$ cat src/hw/convert_request_ctrl_pkg.sv
// Shared constants and types for the converter mode, power and multiplexer control
package convert_request_ctrl_pkg;

  // ----------------------------------------------------------------
  // Instruction layout (8-bit instruction, MSB first)
  // ----------------------------------------------------------------
  localparam int INSTR_BITS      = 8;
  localparam int INSTR_MUX_BIT   = 7;    // 1: channel select and convert
  localparam int INSTR_SE_BIT    = 6;    // Single-ended when set
  localparam int INSTR_CH_HI     = 5;    // Channel field [5:3]
  localparam int INSTR_CH_LO     = 3;
  localparam int INSTR_OP_HI     = 6;    // Opcode field [6:4] when bit 7 clear
  localparam int INSTR_OP_LO     = 4;

  typedef enum logic [2:0] {
    OP_POWER_UP   = 3'h0,
    OP_POWER_DOWN = 3'h1,
    OP_READ_STAT  = 3'h2,
    OP_SIGN_ON    = 3'h3,
    OP_SIGN_OFF   = 3'h4,
    OP_ACQ_TIME   = 3'h5,
    OP_TEST_MODE  = 3'h6,
    OP_USER_MODE  = 3'h7
  } opcode_type;

  // ----------------------------------------------------------------
  // Acquisition times in conversion clocks, selected by instr[1:0]
  // ----------------------------------------------------------------
  localparam logic [5:0] ACQ_CLK_6  = 6'h06;
  localparam logic [5:0] ACQ_CLK_10 = 6'h0a;
  localparam logic [5:0] ACQ_CLK_18 = 6'h12;
  localparam logic [5:0] ACQ_CLK_34 = 6'h22;
  localparam logic [1:0] ACQ_SEL_RESET = 2'h1;   // 10 clocks after reset

  // ----------------------------------------------------------------
  // Word lengths and status word layout
  // ----------------------------------------------------------------
  localparam logic [4:0] WORD_LEN_SIGNED   = 5'h0d;
  localparam logic [4:0] WORD_LEN_UNSIGNED = 5'h0c;
  localparam int STAT_TEST_BIT    = 9;
  localparam int STAT_PD_BIT      = 8;
  localparam int STAT_BUSY_BIT    = 7;
  localparam int STAT_VALID_BIT   = 6;
  localparam int STAT_SIGN_BIT    = 2;

  localparam logic [12:0] CODE_SE_MAX = 13'h0fff;   // Largest single-ended code

  // ----------------------------------------------------------------
  // Types
  // ----------------------------------------------------------------
  typedef struct packed {
    logic       single_ended;
    logic [2:0] channel;
  } chan_cfg_type;

  localparam chan_cfg_type CHAN_CFG_RESET = '{single_ended: 1'b0, channel: 3'h0};

  typedef struct packed {
    logic [2:0] first_sel;      // Channel on the first mux output
    logic       second_common;  // Common input on the second mux output
    logic [2:0] second_sel;     // Channel on the second mux output
    logic       swap;           // First converter input is the negative one
  } mux_route_type;

  typedef enum logic [1:0] {
    CONVERT_REQUEST_IDLE    = 2'b00,
    CONVERT_REQUEST_ACQUIRE = 2'b01,
    CONVERT_REQUEST_RUN     = 2'b10
  } convert_request_state_type;

endpackage

$ cat src/hw/convert_request_ctrl.sv
// Mode, power-down and multiplexer control of a serial successive-approximation converter
// Notes on behaviour
// - New channel configuration latched from instruction, applied as each conversion starts.
// - Pin or instruction power-down stops conversion logic; serial interface keeps working.
// - Software power-up while the pin is high leaves the device powered down.
// - Software power-down while the pin is low powers the device down.
// - Software power-down ends on power-up instruction or pin high-then-low pulse.
// - Power-down during conversion aborts it; following data is marked invalid.
// - Test instruction enters test mode; all eight channel pins become outputs.
// - Framing kept in test mode; reset or the user-mode instruction restores user mode.
// - Status word bit 9 high means test mode, low means user mode.
// - Convert request held high for a whole frame reads data without converting.
// - Result stays in the output register and can be reread each frame.
// - Eight channels: four differential pairs, eight single-ended, or any mix.
// - Differential pairs 0/1..6/7; even to first output, odd to second; either polarity.
// - Single-ended: channel to first output, common to second; first input positive.
// - Negative two's-complement codes when negative input exceeds the positive.
// - Single-ended codes have sign bit zero, range zero to 0 1111 1111 1111.
// - Signed differential codes span -4096 to +4095.
// - Reset defaults: 12 bits plus sign, MSB first, 10-clock acquisition, user, up.
// - Select falling during a conversion ends that conversion early.
`timescale 1ns/100ps

module convert_request_ctrl #(
  parameter int CODE_WIDTH = 13                          // Result width including sign
) (
  input  wire logic                         CLK_SYS,           // System clock, 40 MHz
  input  wire logic                         RSTN,              // Async reset, active low
  input  wire logic                         CS_N,              // Chip select pin
  input  wire logic                         SCLK,              // Serial clock pin
  input  wire logic                         DIN,               // Serial data in pin
  input  wire logic                         CONVERT_REQUEST_N, // Convert request pin
  input  wire logic                         POWER_DOWN_PIN,    // Hardware power-down pin
  input  wire logic                         CONVERSION_CLOCK,  // Conversion clock pin
  input  wire logic signed [CODE_WIDTH-1:0] SAMPLE_CODE,       // Comparator array result
  output logic                              DOUT,              // Serial data out
  output logic                              DATA_OUTPUT_READY, // High when word is done
  output convert_request_ctrl_pkg::mux_route_type      MUX_ROUTE,         // Multiplexer routing
  output logic                              CONVERTER_ENABLE,  // Conversion circuits on
  output logic                              SAMPLE_HOLD,       // Acquisition window
  output logic                              CONVERTING,        // Conversion under way
  output logic                              TEST_MODE,         // Test mode active
  output logic [7:0]                        CHANNEL_OE,        // Channel pins driven
  output logic [7:0]                        CHANNEL_OUT        // Channel pin levels
);

  // ------------------------------------------------------------------
  // Elaboration check
  // ------------------------------------------------------------------
  if (CODE_WIDTH != 13) begin : g_width_check
    $error("convert_request_ctrl supports CODE_WIDTH of 13 only");
  end

  // ------------------------------------------------------------------
  // Pin synchronisers and edge detection
  // ------------------------------------------------------------------
  logic [5:0] sync1_reg;
  logic [5:0] sync2_reg;
  logic [3:0] prev_reg;
  logic       cs_n_s;
  logic       sclk_s;
  logic       din_s;
  logic       convert_request_req_n_s;
  logic       pd_pin_s;
  logic       conversion_clock_s;
  logic       sclk_rise;
  logic       sclk_fall;
  logic       cs_fall;
  logic       cs_rise;
  logic       pd_pin_fall;
  logic       conversion_clock_rise;

  // Two stages on every pin; only the second stage is read
  always_ff @(posedge CLK_SYS or negedge RSTN) begin
    if (!RSTN) begin
      sync1_reg <= 6'h20;
      sync2_reg <= 6'h20;
    end else begin
      sync1_reg <= {CS_N, SCLK, DIN, CONVERT_REQUEST_N, POWER_DOWN_PIN, CONVERSION_CLOCK};
      sync2_reg <= sync1_reg;
    end
  end

  assign {cs_n_s, sclk_s, din_s, convert_request_req_n_s, pd_pin_s, conversion_clock_s} = sync2_reg;

  // Previous samples for edges of select, serial clock, pin and conversion clock
  always_ff @(posedge CLK_SYS or negedge RSTN) begin
    if (!RSTN) begin
      prev_reg <= 4'h8;
    end else begin
      prev_reg <= {cs_n_s, sclk_s, pd_pin_s, conversion_clock_s};
    end
  end

  assign cs_fall     = prev_reg[3] & ~cs_n_s;
  assign cs_rise     = ~prev_reg[3] & cs_n_s;
  assign sclk_rise   = ~cs_n_s & ~prev_reg[2] & sclk_s;
  assign sclk_fall   = ~cs_n_s & prev_reg[2] & ~sclk_s;
  assign pd_pin_fall = prev_reg[1] & ~pd_pin_s;
  assign conversion_clock_rise   = ~prev_reg[0] & conversion_clock_s;

  // ------------------------------------------------------------------
  // Serial framing
  // ------------------------------------------------------------------
  logic [4:0]            bit_cnt_reg;
  logic [7:0]            in_shift_reg;
  logic [CODE_WIDTH-1:0] out_shift_reg;
  logic                  instr_done_reg;
  logic                  req_seen_low_reg;
  logic                  sign_on_reg;
  logic [4:0]            word_len;
  logic                  word_end;
  logic                  instr_strobe;
  logic [7:0]            instr;
  logic [2:0]            opcode;
  logic                  frame_load;
  logic [CODE_WIDTH-1:0] load_word;
  logic                  show_status_reg;
  logic [CODE_WIDTH-1:0] status_word;
  logic [CODE_WIDTH-1:0] result_reg;
  logic                  skip_fall_reg;

  assign word_len     = sign_on_reg ? convert_request_ctrl_pkg::WORD_LEN_SIGNED
                                    : convert_request_ctrl_pkg::WORD_LEN_UNSIGNED;
  assign word_end     = sclk_rise & (bit_cnt_reg == word_len - 5'h01);
  assign instr        = {in_shift_reg[6:0], din_s};
  assign instr_strobe = sclk_rise & ~instr_done_reg &
                        (bit_cnt_reg == 5'(convert_request_ctrl_pkg::INSTR_BITS - 1));
  assign opcode       = instr[convert_request_ctrl_pkg::INSTR_OP_HI:convert_request_ctrl_pkg::INSTR_OP_LO];
  // A new word starts on select falling, or back to back with select held low
  assign frame_load   = cs_fall | word_end;
  assign load_word    = show_status_reg ? status_word : result_reg;

  // Bit counter and input shift; counts only serial clocks inside a frame
  always_ff @(posedge CLK_SYS or negedge RSTN) begin
    if (!RSTN) begin
      bit_cnt_reg    <= 5'h00;
      in_shift_reg   <= 8'h00;
      instr_done_reg <= 1'b0;
    end else if (cs_fall | cs_rise | word_end) begin
      bit_cnt_reg    <= 5'h00;
      instr_done_reg <= 1'b0;
    end else if (sclk_rise) begin
      bit_cnt_reg  <= bit_cnt_reg + 5'h01;
      in_shift_reg <= instr;
      if (instr_strobe) begin
        instr_done_reg <= 1'b1;
      end
    end
  end

  // Output shift: loaded at each word start, advanced on serial clock falls
  always_ff @(posedge CLK_SYS or negedge RSTN) begin
    if (!RSTN) begin
      out_shift_reg <= '0;
    end else if (frame_load) begin
      out_shift_reg <= sign_on_reg ? load_word : {load_word[CODE_WIDTH-2:0], 1'b0};
    end else if (sclk_fall & ~skip_fall_reg) begin
      out_shift_reg <= {out_shift_reg[CODE_WIDTH-2:0], 1'b0};
    end
  end

  // The fall after a word's last rise presents the reloaded word, so it must not shift
  always_ff @(posedge CLK_SYS or negedge RSTN) begin
    if (!RSTN) begin
      skip_fall_reg <= 1'b0;
    end else if (word_end) begin
      skip_fall_reg <= 1'b1;
    end else if (sclk_fall | cs_fall) begin
      skip_fall_reg <= 1'b0;
    end
  end

  // Data is shifted MSB first; ready rises when the word is complete
  always_ff @(posedge CLK_SYS or negedge RSTN) begin
    if (!RSTN) begin
      DOUT              <= 1'b0;
      DATA_OUTPUT_READY <= 1'b1;
    end else begin
      DOUT <= out_shift_reg[CODE_WIDTH-1];
      if (word_end | cs_rise) begin
        DATA_OUTPUT_READY <= 1'b1;
      end else if (cs_fall) begin
        DATA_OUTPUT_READY <= 1'b0;
      end
    end
  end

  // Convert request must stay high for the whole frame to skip conversion
  always_ff @(posedge CLK_SYS or negedge RSTN) begin
    if (!RSTN) begin
      req_seen_low_reg <= 1'b0;
    end else if (frame_load) begin
      req_seen_low_reg <= ~convert_request_req_n_s;
    end else if (~cs_n_s & ~convert_request_req_n_s) begin
      req_seen_low_reg <= 1'b1;
    end
  end

  // ------------------------------------------------------------------
  // Mode and configuration registers
  // ------------------------------------------------------------------
  logic                       sw_pd_reg;
  logic                       test_mode_reg;
  logic [1:0]                 acq_sel_reg;
  logic                       mux_instr;
  convert_request_ctrl_pkg::chan_cfg_type pend_cfg_reg;
  logic                       convert_request_pending_reg;
  logic                       pd_eff;

  assign mux_instr = instr[convert_request_ctrl_pkg::INSTR_MUX_BIT];
  assign pd_eff    = pd_pin_s | sw_pd_reg;

  // Software power-down flag; the pin level itself is never stored here
  always_ff @(posedge CLK_SYS or negedge RSTN) begin
    if (!RSTN) begin
      sw_pd_reg <= 1'b0;
    end else if (instr_strobe & ~mux_instr & (opcode == convert_request_ctrl_pkg::OP_POWER_DOWN)) begin
      sw_pd_reg <= 1'b1;
    end else if (instr_strobe & ~mux_instr & (opcode == convert_request_ctrl_pkg::OP_POWER_UP)) begin
      sw_pd_reg <= 1'b0;
    end else if (pd_pin_fall) begin
      sw_pd_reg <= 1'b0;
    end
  end

  // Test mode only leaves through reset or the user-mode instruction
  always_ff @(posedge CLK_SYS or negedge RSTN) begin
    if (!RSTN) begin
      test_mode_reg <= 1'b0;
    end else if (instr_strobe & ~mux_instr) begin
      if (opcode == convert_request_ctrl_pkg::OP_TEST_MODE) begin
        test_mode_reg <= 1'b1;
      end else if (opcode == convert_request_ctrl_pkg::OP_USER_MODE) begin
        test_mode_reg <= 1'b0;
      end
    end
  end

  // Format, acquisition time and read-status selection
  always_ff @(posedge CLK_SYS or negedge RSTN) begin
    if (!RSTN) begin
      sign_on_reg     <= 1'b1;
      acq_sel_reg     <= convert_request_ctrl_pkg::ACQ_SEL_RESET;
      show_status_reg <= 1'b0;
    end else if (instr_strobe) begin
      show_status_reg <= ~mux_instr & (opcode == convert_request_ctrl_pkg::OP_READ_STAT);
      if (~mux_instr & (opcode == convert_request_ctrl_pkg::OP_SIGN_ON)) begin
        sign_on_reg <= 1'b1;
      end
      if (~mux_instr & (opcode == convert_request_ctrl_pkg::OP_SIGN_OFF)) begin
        sign_on_reg <= 1'b0;
      end
      if (~mux_instr & (opcode == convert_request_ctrl_pkg::OP_ACQ_TIME)) begin
        acq_sel_reg <= instr[1:0];
      end
    end
  end

  // Channel configuration waits here until the next conversion starts
  always_ff @(posedge CLK_SYS or negedge RSTN) begin
    if (!RSTN) begin
      pend_cfg_reg     <= convert_request_ctrl_pkg::CHAN_CFG_RESET;
      convert_request_pending_reg <= 1'b0;
    end else if (instr_strobe) begin
      convert_request_pending_reg <= mux_instr;
      if (mux_instr) begin
        pend_cfg_reg.single_ended <= instr[convert_request_ctrl_pkg::INSTR_SE_BIT];
        pend_cfg_reg.channel      <=
          instr[convert_request_ctrl_pkg::INSTR_CH_HI:convert_request_ctrl_pkg::INSTR_CH_LO];
      end
    end else if (word_end | cs_rise) begin
      convert_request_pending_reg <= 1'b0;
    end
  end

  // ------------------------------------------------------------------
  // Conversion sequencer, stepped by conversion clock edges
  // ------------------------------------------------------------------
  convert_request_ctrl_pkg::convert_request_state_type state_reg;
  convert_request_ctrl_pkg::chan_cfg_type   act_cfg_reg;
  logic [5:0]                    step_cnt_reg;
  logic [5:0]                    acq_len;
  logic                          valid_reg;
  logic                          convert_request_start;
  logic                          convert_request_abort;
  logic signed [CODE_WIDTH-1:0]  shaped_code;

  always_comb begin
    case (acq_sel_reg)
      2'h0:    acq_len = convert_request_ctrl_pkg::ACQ_CLK_6;
      2'h1:    acq_len = convert_request_ctrl_pkg::ACQ_CLK_10;
      2'h2:    acq_len = convert_request_ctrl_pkg::ACQ_CLK_18;
      default: acq_len = convert_request_ctrl_pkg::ACQ_CLK_34;
    endcase
  end

  // A conversion starts at the end of a convert instruction's word
  assign convert_request_start = word_end & convert_request_pending_reg & req_seen_low_reg
                      & ~pd_eff & ~test_mode_reg;
  // Select falling or any power-down ends a running conversion
  assign convert_request_abort = (state_reg != convert_request_ctrl_pkg::CONVERT_REQUEST_IDLE) & (cs_fall | pd_eff);

  // Single-ended results cannot go negative, so a negative code is forced to zero
  always_comb begin
    shaped_code = SAMPLE_CODE;
    if (act_cfg_reg.single_ended && SAMPLE_CODE[CODE_WIDTH-1]) begin
      shaped_code = '0;
    end
  end

  always_ff @(posedge CLK_SYS or negedge RSTN) begin
    if (!RSTN) begin
      state_reg    <= convert_request_ctrl_pkg::CONVERT_REQUEST_IDLE;
      act_cfg_reg  <= convert_request_ctrl_pkg::CHAN_CFG_RESET;
      step_cnt_reg <= 6'h00;
    end else if (convert_request_abort) begin
      state_reg <= convert_request_ctrl_pkg::CONVERT_REQUEST_IDLE;
    end else begin
      case (state_reg)
        convert_request_ctrl_pkg::CONVERT_REQUEST_IDLE: begin
          if (convert_request_start) begin
            act_cfg_reg  <= pend_cfg_reg;
            step_cnt_reg <= 6'h00;
            state_reg    <= convert_request_ctrl_pkg::CONVERT_REQUEST_ACQUIRE;
          end
        end
        convert_request_ctrl_pkg::CONVERT_REQUEST_ACQUIRE: begin
          if (conversion_clock_rise) begin
            if (step_cnt_reg == acq_len - 6'h01) begin
              step_cnt_reg <= 6'h00;
              state_reg    <= convert_request_ctrl_pkg::CONVERT_REQUEST_RUN;
            end else begin
              step_cnt_reg <= step_cnt_reg + 6'h01;
            end
          end
        end
        convert_request_ctrl_pkg::CONVERT_REQUEST_RUN: begin
          if (conversion_clock_rise) begin
            if (step_cnt_reg == 6'(CODE_WIDTH - 1)) begin
              state_reg <= convert_request_ctrl_pkg::CONVERT_REQUEST_IDLE;
            end else begin
              step_cnt_reg <= step_cnt_reg + 6'h01;
            end
          end
        end
        default: state_reg <= convert_request_ctrl_pkg::CONVERT_REQUEST_IDLE;
      endcase
    end
  end

  // Result register; an aborted conversion leaves the data marked unusable
  always_ff @(posedge CLK_SYS or negedge RSTN) begin
    if (!RSTN) begin
      result_reg <= '0;
      valid_reg  <= 1'b0;
    end else if (convert_request_abort) begin
      valid_reg <= 1'b0;
    end else if ((state_reg == convert_request_ctrl_pkg::CONVERT_REQUEST_RUN) & conversion_clock_rise
                 & (step_cnt_reg == 6'(CODE_WIDTH - 1))) begin
      result_reg <= shaped_code;
      valid_reg  <= 1'b1;
    end
  end

  // Status word contents
  always_comb begin
    status_word = '0;
    status_word[convert_request_ctrl_pkg::STAT_TEST_BIT]  = test_mode_reg;
    status_word[convert_request_ctrl_pkg::STAT_PD_BIT]    = pd_eff;
    status_word[convert_request_ctrl_pkg::STAT_BUSY_BIT]  = state_reg != convert_request_ctrl_pkg::CONVERT_REQUEST_IDLE;
    status_word[convert_request_ctrl_pkg::STAT_VALID_BIT] = valid_reg;
    status_word[convert_request_ctrl_pkg::STAT_SIGN_BIT]  = sign_on_reg;
    status_word[1:0]                           = acq_sel_reg;
  end

  // ------------------------------------------------------------------
  // Multiplexer routing and analog control outputs
  // ------------------------------------------------------------------
  always_ff @(posedge CLK_SYS or negedge RSTN) begin
    if (!RSTN) begin
      MUX_ROUTE <= '0;
    end else if (act_cfg_reg.single_ended) begin
      MUX_ROUTE.first_sel     <= act_cfg_reg.channel;
      MUX_ROUTE.second_common <= 1'b1;
      MUX_ROUTE.second_sel    <= 3'h0;
      MUX_ROUTE.swap          <= 1'b0;
    end else begin
      MUX_ROUTE.first_sel     <= {act_cfg_reg.channel[2:1], 1'b0};
      MUX_ROUTE.second_common <= 1'b0;
      MUX_ROUTE.second_sel    <= {act_cfg_reg.channel[2:1], 1'b1};
      MUX_ROUTE.swap          <= act_cfg_reg.channel[0];
    end
  end

  // Channel pins turn into outputs in test mode; they drive low for safety
  always_ff @(posedge CLK_SYS or negedge RSTN) begin
    if (!RSTN) begin
      CONVERTER_ENABLE <= 1'b1;
      SAMPLE_HOLD      <= 1'b0;
      CONVERTING       <= 1'b0;
      TEST_MODE        <= 1'b0;
      CHANNEL_OE       <= 8'h00;
      CHANNEL_OUT      <= 8'h00;
    end else begin
      CONVERTER_ENABLE <= ~pd_eff;
      SAMPLE_HOLD      <= state_reg == convert_request_ctrl_pkg::CONVERT_REQUEST_ACQUIRE;
      CONVERTING       <= state_reg != convert_request_ctrl_pkg::CONVERT_REQUEST_IDLE;
      TEST_MODE        <= test_mode_reg;
      CHANNEL_OE       <= {8{test_mode_reg}};
      CHANNEL_OUT      <= 8'h00;
    end
  end

endmodule

$ cat config.mk
export PLATFORM = sky130hd
export DESIGN_NAME = convert_request_ctrl
export DESIGN_NICKNAME = d
export VERILOG_FILES = /design/src/hw/convert_request_ctrl_pkg.sv /design/src/hw/convert_request_ctrl.sv
export SDC_FILE = /design/constraint.sdc
export NUM_CORES = 1
export LEC_CHECK = 0
export BUFFER_PORTS_ARGS = -buffer_cell sky130_fd_sc_hd__clkbuf_2
export CORE_UTILIZATION = 50
export CTS_CLUSTER_DIAMETER = 50
export DETAILED_ROUTE_END_ITERATION = 12
export GPL_ROUTABILITY_DRIVEN = 0
export PLACE_DENSITY = 0.7
export SLEW_MARGIN = 20
export SYNTH_ARGS = -nofsm -noshare
export SYNTH_HDL_FRONTEND = slang
export SYNTH_SLANG_ARGS = --single-unit
$ cat constraint.sdc
create_clock -name CLK_SYS -period 5.7 [get_ports CLK_SYS]
set_input_delay 0.285 -clock CLK_SYS [delete_from_list [all_inputs] [get_ports CLK_SYS]]
set_output_delay 0.285 -clock CLK_SYS [all_outputs]
set_load 0.005 [all_outputs]
* Word-level counts from Yosys, hierarchy flattened *
Index checks and enable logic that the tools add are counted.
Widths: inputs -> output; s select.

cells by class
  add/subtract/negate cells = 4
  equal/unequal tests = 24
  mux-type cells = 43
  bitwise gates (word level) = 48
  reductions and logical operators = 27

operators by type and width
  kind                 count
  $mux 13              5
  $mux 6               6
  $pmux 6 s3           2
  $and 1x1->1          27
  $reduce_bool 2->1    11
  $mux 1               21
  $ne 3x3->1 const B   5
  $not 1->1            14
  $reduce_and 2->1     7
  $eq 3x3->1 const B   4
  $mux 2               6
  $mux 5               2
  $ne 2x2->1 const B   4
  $or 1x1->1           7
  $add 6x1->6 const B  1
  $eq 3x2->1 const B   2
  $eq 6x4->1 const B   1
  $eq 6x6->1           1
  $pmux 2 s3           1
  $reduce_and 6->1     1
  $reduce_bool 3->1    2
  $sub 6x1->6 const B  1
  $add 5x1->5 const B  1
  $eq 5x3->1 const B   1
  other kinds (10)     13

storage, ports and cells
  bits in registers = 96
  input port bits = 21
  output and inout port bits = 30

* Logic depth before layout (Yosys ltp) *
  depth in word-level cells = 11
  gate-level depth with buffers = 8
  gate-level depth less buffers = 7

* Worst setup path before layout *
OpenSTA, ideal clock, no wires.

  path type = register -> register
  start = reg sign_on_reg
  end = reg step_cnt_reg[5]
  library setup time = 126 ps
  data arrival time = 2,102 ps
  data required time = 5,574 ps
  slack = 3,472 ps
  stages on the path, launching flop included = 7
  path buffers = 1
  cells stage by stage = dfstp_2 > buf_2 > nand4bb_1 > a2111o_1 > o41ai_4 > nand2_2 > a221o_1

between the ends
  cells in the longest elaborated chain, start to end = 10

RTL lines
  item                        line                         text
  start, declared             convert_request_ctrl.sv:110  logic sign_on_reg;
  start signal, assigned      convert_request_ctrl.sv:243  sign_on_reg <= 1'b1;
  start signal, assigned      convert_request_ctrl.sv:249  sign_on_reg <= 1'b1;
  start signal, assigned      convert_request_ctrl.sv:252  sign_on_reg <= 1'b0;
  $mux 1                      convert_request_ctrl.sv:123  assign word_len = sign_on_reg ? convert_request_ctrl_pkg::WORD_LEN_SIGNED
  $sub 4x1->5                 convert_request_ctrl.sv:125  assign word_end = sclk_rise & (bit_cnt_reg == word_len - 5'h01);
  $eq 5x5->1                  convert_request_ctrl.sv:125
  $and 1x1->1                 convert_request_ctrl.sv:125
  $and 1x1->1 (2 in series)   convert_request_ctrl.sv:299  assign convert_request_start = word_end & convert_request_pending_reg & req_seen_low_reg
  $and 1x1->1 (2 in series)   convert_request_ctrl.sv:300  & ~pd_eff & ~test_mode_reg;
  $ne 2x2->1 (no line)        -
  $reduce_and 6->1 (no line)  -
  end signal, assigned        convert_request_ctrl.sv:334  step_cnt_reg <= step_cnt_reg + 6'h01;
  end signal, assigned        convert_request_ctrl.sv:343  step_cnt_reg <= step_cnt_reg + 6'h01;
  end, declared               convert_request_ctrl.sv:282  logic [5:0] step_cnt_reg;

Every way passes these cells.
A chain may end at the register's enable or synchronous reset.

* Worst setup path after layout *
  start = reg sync2_reg[5]
  end = reg result_reg[3]

between the ends
  cells in the longest elaborated chain, start to end = 6

RTL lines
  item                        line                         text
  start, declared             convert_request_ctrl.sv:58   logic [5:0] sync2_reg;
  start signal, assigned      convert_request_ctrl.sv:80   sync2_reg <= sync1_reg;
  $not 1->1                   convert_request_ctrl.sv:95   assign cs_fall = prev_reg[3] & ~cs_n_s;
  $and 1x1->1                 convert_request_ctrl.sv:95
  $or 1x1->1                  convert_request_ctrl.sv:302  assign convert_request_abort = (state_reg != convert_request_ctrl_pkg::CONVERT_REQUEST_IDLE) & (cs_fall | pd_e ...
  $and 1x1->1                 convert_request_ctrl.sv:302
  $not 1->1 (no line)         -
  $reduce_and 2->1 (no line)  -
  end signal, assigned        convert_request_ctrl.sv:361  result_reg <= shaped_code;
  end, declared               convert_request_ctrl.sv:120  logic [CODE_WIDTH-1:0] result_reg;

Every way passes these cells.

==> flow_metrics.py <==
metrics = {
    "critical_path": {
        "slowest_stage": "nand3_1",
        "worstPathMaxFanout": 27,
        "cp_cell_sequence": "inv_1 > ha_1 > o21ai_0 > nand3_1 > nand2_1 > o21ai_0",
        "reg2regPathDepth": 6,
        "worstPathArrival_ns": 2.84,
        "crit_path_max_incr_delay_ns": 0.71,
        "worstPathRequired_ns": 5.89,
        "crit_buf_inv": 1,
        "crit_family": "simple AND/OR/NAND/NOR gates",
        "critPathKind": "flop to flop",
        "worst_path_most_repeated_cell": "o21ai_0",
        "cp-start-kind": "flop",
        "crit_path_end_kind": "flop",
        "reg2reg_to": "result_reg[3]",
        "regToRegStartpoint": "sync2_reg[5]",
        "ff2ff_setup_slack_ns": 3.05,
    },
    "floorplan": {
        "num_rows": 33,
        "boundaryPins": 51,
        "dieArea_sq_mm": 0.00900,
        "core_area_sq_mm": 0.00830,
        "die_w_um": 94.9,
        "die_h_um": 94.9,
        "start_util": 0.519,
    },
    "sta": {
        "maxSlewViolCount": 0,
        "fin_crit_ns": 2.65,
        "final_hold_viol_count": 0,
        "worst_pin_slew_ns": 0.851,
        "rsz0062_at_grt": "no",
        "max_slew_margin": 0.431,
        "setup_violations": 0,
        "tns_ns": 0,
        "max_freq_mhz": 377,
        "post-route-period-util": 0.465,
        "skew_ns": 0.00718,
        "final.setup.worst_slack_ns": 3.05,
        "whs_ns": 0.0372,
    },
    "synthesis": {
        "ys_ff_latch": 95,
        "synth-simple-area-share": 0.146,
        "yosysSeqAreaShare": 0.554,
        "avgSynthCellArea_sq_um": 10.9,
        "synth-xor-area-share": 0.00813,
        "synth_cell_types": 55,
        "synthMuxAreaShare": 0.103,
        "synth_adder_area_share": 0.0319,
        "yosys_warnings": 0,
        "synthCells": 395,
        "synth_edf_count": 0,
        "ys.flop_type": "dfrtp_1",
        "synth_top_family_by_area": "simple AND/OR/NAND/NOR gates",
        "synth_compound_area_frac": 0.0996,
        "synthesis.area_sq_mm": 0.00431,
        "ys_async_sr_fraction": 1.00,
    },
    "layout": {
        "layout-drive-gt1-share": 0.201,
        "syn2layout_area_growth_pct": 9.35,
        "multi_input_area_sq_mm": 0.00171,
        "fillers": 714,
        "seq_area_sq_mm": 0.00239,
        "diodes": 0,
        "utilization": 0.568,
        "nets": 460,
    },
    "routing": {
        "firstDrtPassIters": 4,
        "vias": 2828,
        "wire_per_inst_um": 14.2,
        "viasPerCell": 5.26,
        "drt_first_iter_violations": 166,
        "drc_errors": 0,
        "drt-total-wl_mm": 7.64,
        "ant_nets": 0,
    },
    "clock_network": {
        "root_buffer": "clkbuf_8",
        "path_clk_slew_ns": 0.09,
        "cts-buffers-inserted": 9,
        "post_cts_buffers": 0,
        "h-tree-depth": 3,
        "clk_latency_ns": 0.35,
        "cts_max_path_buffers": 2,
        "cts_tree": "done",
        "clock_sinks": 95,
    },
    "global_routing": {
        "grt_pass1_vias": 2667,
        "grt_overflow": 0,
        "antenna_found_initial": 0,
        "grt_pass1_wl_mm": 13.0,
        "grt_max_degree": 70,
        "track_usage": 0.191,
    },
    "place": {
        "post-place-ws_ns": 3.04,
        "dpl.hpwl_mm": 5.41,
        "port-buffer-count": 42,
    },
    "outcome": {
        "outcome": "finished, final reports clean",
    },
    "min_path": {
        "min_to": "sync1_reg[4]",
        "min_path_cells": 1,
        "hold_start": "SCLK",
        "hold_path.class": "input port to flop",
    },
    "job": {
        "drv_cap": 0,
    },
    "power_and_ir_drop": {
        "total_power_mw": 1.18,
        "leakage_nw": 2.21,
        "power_density_mw_per_mm2": 250,
        "peakVddDrop_mv": 0.182,
    },
}
cell usage after synthesis, drive strengths merged (2+ instances only):
cell     count  area share
nand2       49       0.043
nand4b       3      0.0061
or2          2      0.0029
dfstp        7       0.043
a21oi       18       0.021
and2         2      0.0029
dfrtp       88        0.51
and3         5      0.0073
o22ai        2      0.0029
o211ai       2      0.0035
buf         18       0.030
nor3         2      0.0023
a221oi       2      0.0041
clkbuf      14       0.012
mux2        18       0.047
ha          11       0.032
mux2i       24       0.056
nand3        6      0.0070
nor2b        6      0.0087
a221o        2      0.0046
o21ai       23       0.027
o32ai        2      0.0041
nand3b       2      0.0035
nor4         3      0.0044
nor4b        2      0.0041
xor2         2      0.0041
a22o         3      0.0061
nor2        33       0.029
xnor2        2      0.0041
nand4bb      2      0.0052
inv         17       0.015
or3          3      0.0044
o41ai        2      0.0084
nand2b       3      0.0044
cells in the final DEF (no fill, tap or decap), types with 2 or more instances in the layout:
master / count
a21oi_1: 18
xnor2_1: 2
nand3_1: 6
and3_1: 5
a221o_1: 2
mux2_2: 14
o21ai_0: 15
clkbuf_8: 9
nor3_1: 2
nor2_1: 33
nand2_1: 48
inv_1: 17
nand2b_1: 3
buf_4: 4
o22ai_1: 2
dfstp_2: 7
mux2_1: 4
clkbuf_2: 41
clkinv_2: 2
nand4bb_1: 2
mux2i_1: 24
conb_1: 8
xor2_1: 2
nor4_1: 3
ha_1: 11
and2_1: 2
dfrtp_1: 88
a221oi_1: 2
a22o_1: 3
nor2b_1: 6
dlygate4sd3_1: 2
or3_1: 3
o32ai_1: 2
nand4b_1: 3
o21ai_1: 8
clkbuf_1: 2
o211ai_1: 2
nand3b_1: 2
per-layer routing:
| metal | part of all wire | global-route usage | wire length [um] | vias up |
|---|---|---|---|---|
| li1 | - | - | - | 1405 |
| met1 | 0.48 | 0.267 | 3640 | 1363 |
| met2 | 0.47 | 0.296 | 3580 | 53 |
| met3 | 0.045 | 0.0475 | 346 | 7 |
| met4 | 0.011 | 0.0568 | 87 | 0 |
| met5 | 0 | 0 | 0 | - |
power by group:
group | switching [mW] | total (mW) | leakage, nW | internal (mW)
clock network | 0.225 | 0.385 | 0.0837 | 0.160
logic | 0.0394 | 0.0684 | 1.00 | 0.0289
registers | 0.0224 | 0.722 | 1.12 | 0.700
total | 0.287 | 1.18 | 2.21 | 0.889
how the worst max path moves through the flow:
| stage | from | endpoint | slack (ns) | cells after the start |
|---|---|---|---|---|
| finish | sync2_reg[5] | result_reg[3] | 3.05 | 6 |
| global route | sync2_reg[5] | result_reg[3] | 2.77 | 6 |
| CTS | sync2_reg[5] | result_reg[3] | 3.01 | 6 |
| detailed placement | sync2_reg[5] | result_reg[3] | 3.04 | 6 |
| global placement | sync2_reg[5] | result_reg[1] | 3.21 | 6 |
| floorplan | sign_on_reg | step_cnt_reg[5] | 3.47 | 6 |
through the flow:
stage,instances,area (sq um)
detailed placement,520,4530
global route,538,4710
finish,538,4710
floorplan,402,4340
global placement,520,4530
CTS,537,4700
layout make-up:
cell class / instances / share of cell area
sequential: 95 / 0.506
inverter: 17 / 0.0135
timing repair buffer: 47 / 0.0542
clock inverter: 5 / 0.00743
clock buffer: 11 / 0.0279
multi-input combinational: 258 / 0.363
tap: 105 / 0.0279
kinds of logic (layout without fill, tap and decap cells):
| group | count (synthesis) | count (layout) |
|---|---|---|
| mux | 42 | 42 |
| xor+xnor | 4 | 4 |
| simple gates | 128 | 128 |
| other cells | 1 | 8 |
| compound gates | 65 | 65 |
| fa+ha+maj | 11 | 11 |
| flops | 95 | 95 |
| buf+inv | 49 | 80 |
what timing repair did:
action | in CTS | in global routing
endpoints found under the hold margin | 26 | 1
resized for setup | 0 | 0
hold buffers | 1 | 1
(Power assumes the default switching activity.)
